## config.mk

```make
export PLATFORM = sky130hd
export DESIGN_NAME = spi_cmd_front
export DESIGN_NICKNAME = d
export VERILOG_FILES = /design/src/logic/opcode_decode.v /design/src/logic/spi_cmd_front.v
export VERILOG_INCLUDE_DIRS = /design/src /design/src/logic
export SDC_FILE = /design/constraint.sdc
export NUM_CORES = 1
export LEC_CHECK = 0
export ABC_AREA = 0
export BUFFER_PORTS_ARGS = -buffer_cell sky130_fd_sc_hd__buf_2
export CAP_MARGIN = 20
export CORE_ASPECT_RATIO = 1.25
export CORE_MARGIN = 3
export CORE_UTILIZATION = 50
export CTS_BUF_LIST = sky130_fd_sc_hd__clkbuf_4 sky130_fd_sc_hd__clkbuf_8 sky130_fd_sc_hd__clkbuf_16
export CTS_CLUSTER_SIZE = 30
export DETAILED_ROUTE_END_ITERATION = 16
export HOLD_SLACK_MARGIN = 0.1
export PLACE_DENSITY_LB_ADDON = 0.15
export REMOVE_ABC_BUFFERS = 1
export SYNTH_ARGS = -nofsm -noshare
export SYNTH_HDL_FRONTEND = slang
export SYNTH_SLANG_ARGS = --single-unit
export TNS_END_PERCENT = 5
```

## constraint.sdc

```tcl
create_clock -name clk_in -period 2.8 [get_ports clk_in]
set_clock_uncertainty 0.1 [all_clocks]
set_input_delay 0.56 -clock clk_in [delete_from_list [all_inputs] [get_ports clk_in]]
set_output_delay 0.56 -clock clk_in [all_outputs]
set_load 0.05 [all_outputs]
```

## src/logic/spi_cmd_consts.vh

```
// constants for the serial memory command front end
`ifndef SPI_CMD_CONSTS_VH
`define SPI_CMD_CONSTS_VH
`define OP_SET_WRITE_LATCH 8'h06
`define OP_CLEAR_WRITE_LATCH 8'h04
`define OP_STATUS_READ 8'h05
`define OP_STATUS_WRITE 8'h01
`define OP_MEM_READ 8'h03
`define OP_FAST_READ 8'h0B
`define OP_MEM_WRITE 8'h02
`define OP_SLEEP 8'hB9
`define OP_IDENT_READ 8'h9F
`define CMD_NONE 4'h0
`define CMD_SET_WL 4'h1
`define CMD_CLR_WL 4'h2
`define CMD_SR_READ 4'h3
`define CMD_SR_WRITE 4'h4
`define CMD_MEM_READ 4'h5
`define CMD_FAST_READ 4'h6
`define CMD_MEM_WRITE 4'h7
`define CMD_SLEEP 4'h8
`define CMD_IDENT 4'h9
`define CMD_INVALID 4'hF
`define STATUS_LATCH_BIT 1
`define STATUS_RESET 8'h00
`define ADDR_BITS 14
`define POWER_UP_WAIT_US 250
`define CLK_MHZ 100
`define POWER_UP_CYCLES (`POWER_UP_WAIT_US * `CLK_MHZ)
`endif

```

## src/logic/opcode_decode.v

```verilog
// opcode byte to command code decoder
`timescale 1ns/1ns
`include "spi_cmd_consts.vh"
module opcode_decode (
    input wire [7:0] opcode_in,
    output reg [3:0] cmd_out
);
    always @* begin
        case (opcode_in)
            `OP_SET_WRITE_LATCH: cmd_out = `CMD_SET_WL;
            `OP_CLEAR_WRITE_LATCH: cmd_out = `CMD_CLR_WL;
            `OP_STATUS_READ: cmd_out = `CMD_SR_READ;
            `OP_STATUS_WRITE: cmd_out = `CMD_SR_WRITE;
            `OP_MEM_READ: cmd_out = `CMD_MEM_READ;
            `OP_FAST_READ: cmd_out = `CMD_FAST_READ;
            `OP_MEM_WRITE: cmd_out = `CMD_MEM_WRITE;
            `OP_SLEEP: cmd_out = `CMD_SLEEP;
            `OP_IDENT_READ: cmd_out = `CMD_IDENT;
            // reserved codes fall here too
            default: cmd_out = `CMD_INVALID;
        endcase
    end
endmodule

```

## src/logic/spi_cmd_front.v

```verilog
// serial command front end: framing, decode, write latch, status
`timescale 1ns/1ns
`include "spi_cmd_consts.vh"
module spi_cmd_front #(
    parameter POWER_UP_CYCLES = `POWER_UP_CYCLES
) (
    input wire clk_in,
    input wire rst_in,
    input wire sck_in,
    input wire cs_n_in,
    input wire si_in,
    input wire [7:0] sr_read_data_in,
    output reg so_out,
    output reg so_oe_out,
    output reg ready_out,
    output reg mode3_out,
    output reg [3:0] cmd_out,
    output reg cmd_valid_out,
    output reg [13:0] addr_out,
    output reg addr_valid_out,
    output reg [7:0] data_out,
    output reg data_valid_out,
    output reg latch_flag_out,
    output reg [7:0] status_out
);
    localparam ST_IDLE = 3'd0;
    localparam ST_OPCODE = 3'd1;
    localparam ST_ADDR = 3'd2;
    localparam ST_DATA = 3'd3;
    localparam ST_STATUS = 3'd4;
    localparam ST_IGNORE = 3'd5;
    localparam ST_DONE = 3'd6;

    reg sck_s1_r, sck_s2_r, sck_d_r;
    reg cs_s1_r, cs_s2_r, cs_d_r;
    reg si_s1_r, si_s2_r;
    reg [2:0] state_r;
    reg [2:0] bit_cnt_r;
    reg [7:0] shift_r;
    reg addr_hi_r;
    reg [7:0] addr_hi_byte_r;
    reg [3:0] cmd_r;
    reg armed_r;
    reg [7:0] tx_r;
    reg latch_r;
    reg [15:0] pu_cnt_r;
    wire [3:0] dec_cmd;
    wire sck_rise;
    wire sck_fall;
    wire cs_fall;
    wire cs_rise;
    wire [7:0] byte_in;
    wire byte_done;

    // pins cross from the master's timing into ours
    always @(posedge clk_in) begin
        if (rst_in) begin
            sck_s1_r <= 1'b0;
            sck_s2_r <= 1'b0;
            sck_d_r <= 1'b0;
            cs_s1_r <= 1'b1;
            cs_s2_r <= 1'b1;
            cs_d_r <= 1'b1;
            si_s1_r <= 1'b0;
            si_s2_r <= 1'b0;
        end else begin
            sck_s1_r <= sck_in;
            sck_s2_r <= sck_s1_r;
            sck_d_r <= sck_s2_r;
            cs_s1_r <= cs_n_in;
            cs_s2_r <= cs_s1_r;
            cs_d_r <= cs_s2_r;
            si_s1_r <= si_in;
            si_s2_r <= si_s1_r;
        end
    end

    assign sck_rise = sck_s2_r & ~sck_d_r & ~cs_s2_r & ready_out;
    assign sck_fall = ~sck_s2_r & sck_d_r & ~cs_s2_r & ready_out;
    assign cs_fall = ~cs_s2_r & cs_d_r & ready_out;
    assign cs_rise = cs_s2_r & ~cs_d_r;
    assign byte_in = {shift_r[6:0], si_s2_r};
    // eighth armed rise completes the byte
    assign byte_done = sck_rise & armed_r & (bit_cnt_r == 3'd7);

    opcode_decode u_dec (
        .opcode_in(byte_in),
        .cmd_out(dec_cmd)
    );

    // power-up gate: selects before it expires are ignored
    always @(posedge clk_in) begin
        if (rst_in) begin
            pu_cnt_r <= 16'h0000;
            ready_out <= 1'b0;
        end else if (pu_cnt_r == POWER_UP_CYCLES[15:0]) begin
            ready_out <= 1'b1;
        end else begin
            pu_cnt_r <= pu_cnt_r + 16'h0001;
        end
    end

    // framing and decode
    always @(posedge clk_in) begin
        if (rst_in) begin
            state_r <= ST_IDLE;
            bit_cnt_r <= 3'd0;
            shift_r <= 8'h00;
            addr_hi_r <= 1'b0;
            addr_hi_byte_r <= 8'h00;
            cmd_r <= `CMD_NONE;
            armed_r <= 1'b0;
            mode3_out <= 1'b0;
            cmd_out <= `CMD_NONE;
            cmd_valid_out <= 1'b0;
            addr_out <= 14'h0000;
            addr_valid_out <= 1'b0;
            data_out <= 8'h00;
            data_valid_out <= 1'b0;
        end else begin
            cmd_valid_out <= 1'b0;
            addr_valid_out <= 1'b0;
            data_valid_out <= 1'b0;
            if (cs_fall) begin
                state_r <= ST_OPCODE;
                bit_cnt_r <= 3'd0;
                shift_r <= 8'h00;
                cmd_r <= `CMD_NONE;
                addr_hi_r <= 1'b0;
                // clock level at select picks mode
                mode3_out <= sck_s2_r;
                // mode 3 waits for the first falling toggle
                armed_r <= ~sck_s2_r;
            end else if (cs_s2_r) begin
                state_r <= ST_IDLE;
                armed_r <= 1'b0;
            end else begin
                if (sck_fall)
                    armed_r <= 1'b1;
                // input sampled on rising edge only
                if (sck_rise && armed_r && state_r != ST_IGNORE &&
                        state_r != ST_IDLE) begin
                    shift_r <= byte_in;
                    bit_cnt_r <= bit_cnt_r + 3'd1;
                end
                if (byte_done) begin
                    case (state_r)
                        ST_OPCODE: begin
                            cmd_r <= dec_cmd;
                            cmd_out <= dec_cmd;
                            cmd_valid_out <= 1'b1;
                            case (dec_cmd)
                                `CMD_INVALID: state_r <= ST_IGNORE;
                                `CMD_MEM_READ, `CMD_FAST_READ,
                                `CMD_MEM_WRITE: state_r <= ST_ADDR;
                                `CMD_SR_WRITE, `CMD_SR_READ,
                                `CMD_IDENT: state_r <= ST_DATA;
                                default: state_r <= ST_DONE;
                            endcase
                        end
                        ST_ADDR: begin
                            if (!addr_hi_r) begin
                                addr_hi_r <= 1'b1;
                                addr_hi_byte_r <= byte_in;
                            end else begin
                                addr_out <= {addr_hi_byte_r[5:0], byte_in};
                                addr_valid_out <= 1'b1;
                                state_r <= ST_DATA;
                            end
                        end
                        ST_DATA: begin
                            data_out <= byte_in;
                            data_valid_out <= 1'b1;
                        end
                        default: state_r <= state_r;
                    endcase
                end
            end
        end
    end

    // status image with latch flag in bit one
    always @(posedge clk_in) begin
        if (rst_in) begin
            latch_r <= 1'b0;
            latch_flag_out <= 1'b0;
            status_out <= `STATUS_RESET;
        end else begin
            // set opcode sets latch on decode
            if (byte_done && state_r == ST_OPCODE &&
                    dec_cmd == `CMD_SET_WL)
                latch_r <= 1'b1;
            // clear at the deselect ending these commands
            else if (cs_rise && (cmd_r == `CMD_CLR_WL ||
                    cmd_r == `CMD_SR_WRITE || cmd_r == `CMD_MEM_WRITE))
                latch_r <= 1'b0;
            latch_flag_out <= latch_r;
            // written status byte never touches latch bit
            status_out <= {sr_read_data_in[7:2], latch_r, 1'b0};
        end
    end

    // output shifter; off unless a status read is framed
    always @(posedge clk_in) begin
        if (rst_in) begin
            tx_r <= 8'h00;
            so_out <= 1'b0;
            so_oe_out <= 1'b0;
        end else if (cs_s2_r || state_r == ST_IGNORE) begin
            so_oe_out <= 1'b0;
            so_out <= 1'b0;
        end else if (byte_done && state_r == ST_OPCODE &&
                dec_cmd == `CMD_SR_READ) begin
            tx_r <= {sr_read_data_in[7:2], latch_r, 1'b0};
        end else if (sck_fall && cmd_r == `CMD_SR_READ) begin
            so_oe_out <= 1'b1;
            so_out <= tx_r[7];
            tx_r <= {tx_r[6:0], tx_r[7]};
        end
    end
endmodule

```

==> results.sh <==
export IMPL_outcome="complete, no violations"
export IMPL_std_cell_rows=36
export IMPL_n_antenna_cell=0
export IMPL_start_util_pct=52.31
export IMPL_grt_use_met2_pct=31.36
export IMPL_fin_nets=517
export IMPL_fin_setup_tns_ps=0
export IMPL_cp_arrival_ps=2400
export IMPL_drive_gt1_share_pct=20.48
export IMPL_grt_use_total_pct=19.10
export IMPL_die_h_microns=108.1
export IMPL_grt_start_max_net_pins=27
export IMPL_crit_fanout=14
export IMPL_place_ws_ps=557.7
export IMPL_layout_commonest_cell="dfxtp_1"
export IMPL_dp_cells=584
export IMPL_grt_pass1_vias=3071
export IMPL_rsz0062_at_grt="no"
export IMPL_synthFlopType="dfxtp_1"
export IMPL_grt_busiest_layer="met2"
export IMPL_setup_violations=0
export IMPL_cts_tree="done"
export IMPL_grt_antenna_before_repair=0
export IMPL_synth_top_family_by_area="simple AND/OR/NAND/NOR gates"
export IMPL_post_drt_wl_per_cell_microns=14.03
export IMPL_ios=55
export IMPL_synth_seq_cells=98
export IMPL_synth_compound_area_share_pct=12.09
export IMPL_met1_usage_pct=23.71
export IMPL_r2r_slack_ps=560
export IMPL_fp_dieW_microns=87.69
export IMPL_min_path_type="in -> reg"
export IMPL_p_per_area_mw_per_mm2=518.4
export IMPL_postCtsResizedCells=0
export IMPL_dr_first_iter_drc_count=170
export IMPL_irDropWorstVdd_mv=0.3011
export IMPL_routabilityCongestion=0.8045
export IMPL_setup_slack_ps=560.3
export IMPL_syn_inst=451
export IMPL_yosys_area_share_xor_xnor_pct=2.940
export IMPL_via_count=3291
export IMPL_fin_crit_ps=2240
export IMPL_synth_edf_count=0
export IMPL_n_fill_cell=716
export IMPL_cts_buffers=9
export IMPL_cts_max_path_buffers=2
export IMPL_path_class="reg -> reg"
export IMPL_htree_levels=3
export IMPL_remaining_drc_errors=0
export IMPL_synth_yosys_seq_area_share_pct=47.04
export IMPL_path_clk_slew_ps=80
export IMPL_fmax_mhz=446.5
export IMPL_synth_async_reset_ratio_pct=0
export IMPL_worst_setup_path_start_kind="register"
export IMPL_placed_area_sq_mm=0.004473
export IMPL_first_pass_iters=4
export IMPL_design_area_sq_mm=0.004669
export IMPL_rr_startpoint="bit_cnt_r[0]$_SDFFE_PP0P_"
export IMPL_yosysUniqueCellTypes=62
export IMPL_layout_common_cells="dfxtp_1, nor2_1, buf_2, nand2_1, a21oi_1"
export IMPL_hold_buffers=0
export IMPL_netlist_area_sq_mm=0.004170
export IMPL_grt_use_met3_pct=2.515
export IMPL_yosysWarnings=0
export IMPL_slew_headroom_pct=53.83
export IMPL_synth_simple_area_share_pct=25.62
export IMPL_routed_wl_microns=8388
export IMPL_worstPathRequired_ps=2960
export IMPL_post_dp_hpwl_microns=5911
export IMPL_die_area_sq_mm=0.009479
export IMPL_cts_sinks=98
export IMPL_avgSynthCellArea_sq_um=9.247
export IMPL_tightest_slew_ps=691.6
export IMPL_grt_pass1_wl_microns=14280
export IMPL_min_from="cs_n_in"
export IMPL_cts_root_buffer="clkbuf_8"
export IMPL_slew_viol_final=0
export IMPL_synth_adder_area_share_pct=1.200
export IMPL_power_leakage_uw=0.001813
export IMPL_ant_nets=0
export IMPL_maxCapViolations=0
export IMPL_overflow=0
export IMPL_cp_end_kind="register"
export IMPL_final_cells=598
export IMPL_port_buffers=51
export IMPL_fin_crit_sh_pct=79.99
export IMPL_areaGrowthSynthToFinish_pct=11.97
export IMPL_hold_viol=0
export IMPL_post_cts_repair_setup_buffers=0
export IMPL_vias_per_cell=5.503
export IMPL_crit_path_start="bit_cnt_r[0]$_SDFFE_PP0P_"
export IMPL_muxShareOfSynthArea_pct=6.241
export IMPL_clock_latency_ps=360
export IMPL_core_sq_mm=0.007973
-- logic make-up after synthesis --
| logic type | Yosys count |
|---|---|
| mux | 26 |
| simple gates | 204 |
| buf+inv | 33 |
| other cells | 1 |
| compound gates | 71 |
| xor+xnor | 14 |
| flops | 98 |
| fa+ha+maj | 4 |
-- stage by stage --
step	hold WS (ps)	utilization [%]	power (uW)
2_1_floorplan	289.5	-	1498
6_report	281.9	58.57	2421
4_1_cts	266.2	58.57	2447
5_1_grt	286.0	58.57	2514
3_5_place_dp	299.4	56.10	1542
3_3_place_gp	295.2	56.10	1541
-- Yosys cell counts (7+ instances only) --
cell type,count,share of area (%)
nor3_1,7,0.84
o22ai_1,8,1.2
a21oi_1,27,3.2
dfxtp_1,98,47
clkbuf_1,12,1.1
xor2_1,8,1.7
nor2_1,75,6.8
o21ai_0,8,0.96
nand2_1,43,3.9
a2111oi_2,7,2.5
nor2b_1,16,2.4
mux2i_1,26,6.2
nand3_1,13,1.6
-- power breakdown --
part / leakage, uW / switching (uW) / internal [uW]
logic: 0.000922 / 61.3 / 29.1
clock network: 0.0000980 / 450 / 462
registers: 0.000793 / 12.9 / 1410
-- area by class of cell --
cell class              instances  area, sq um  area share, %
clock buffers                  12        158.9          3.403
clock inverters                 2        37.54         0.8039
inverters                       6        22.52         0.4823
multi-input cells             320         2009          43.03
flip-flops and latches         98         1962          42.01
well taps                      95        118.9          2.546
repair buffers                 65        360.3          7.717
-- registers in the layout, indices dropped and copies added, names as in the netlist, 3 cells and up --
signal / flops
addr_out: 14
data_out: 8
addr_hi_byte_r: 6
cmd_r: 4
cmd_out: 4
status_out: 7
shift_r: 7
pu_cnt_r: 16
tx_r: 8
state_r: 3
bit_cnt_r: 3
-- worst paths after layout --
check / endpoint / cells after the start
worst min register to register: cs_s2_r$_SDFF_PP1_ / 1
worst max register to register: tx_r[7]$_SDFFE_PP0P_ / 6
worst max-delay path: tx_r[7]$_SDFFE_PP0P_ / 6
worst min-delay path: cs_s1_r$_SDFF_PP1_ / 2
-- worst max-delay path: stages, from the launching register on --
cell,delay [ps]
dfxtp_1,360
ha_1,160
ha_1,140
nand2b_1,160
nor4_1,450
nand4_4,340
a2111oi_2,440
-- metal layers --
| metal | vias up | wire (microns) |
|---|---|---|
| li1 | 1657 | - |
| met1 | 1543 | 3893 |
| met2 | 75 | 3968 |
| met3 | 16 | 296 |
| met4 | 0 | 230 |
| met5 | - | 0 |
Power figures use the tool's default switching activity.
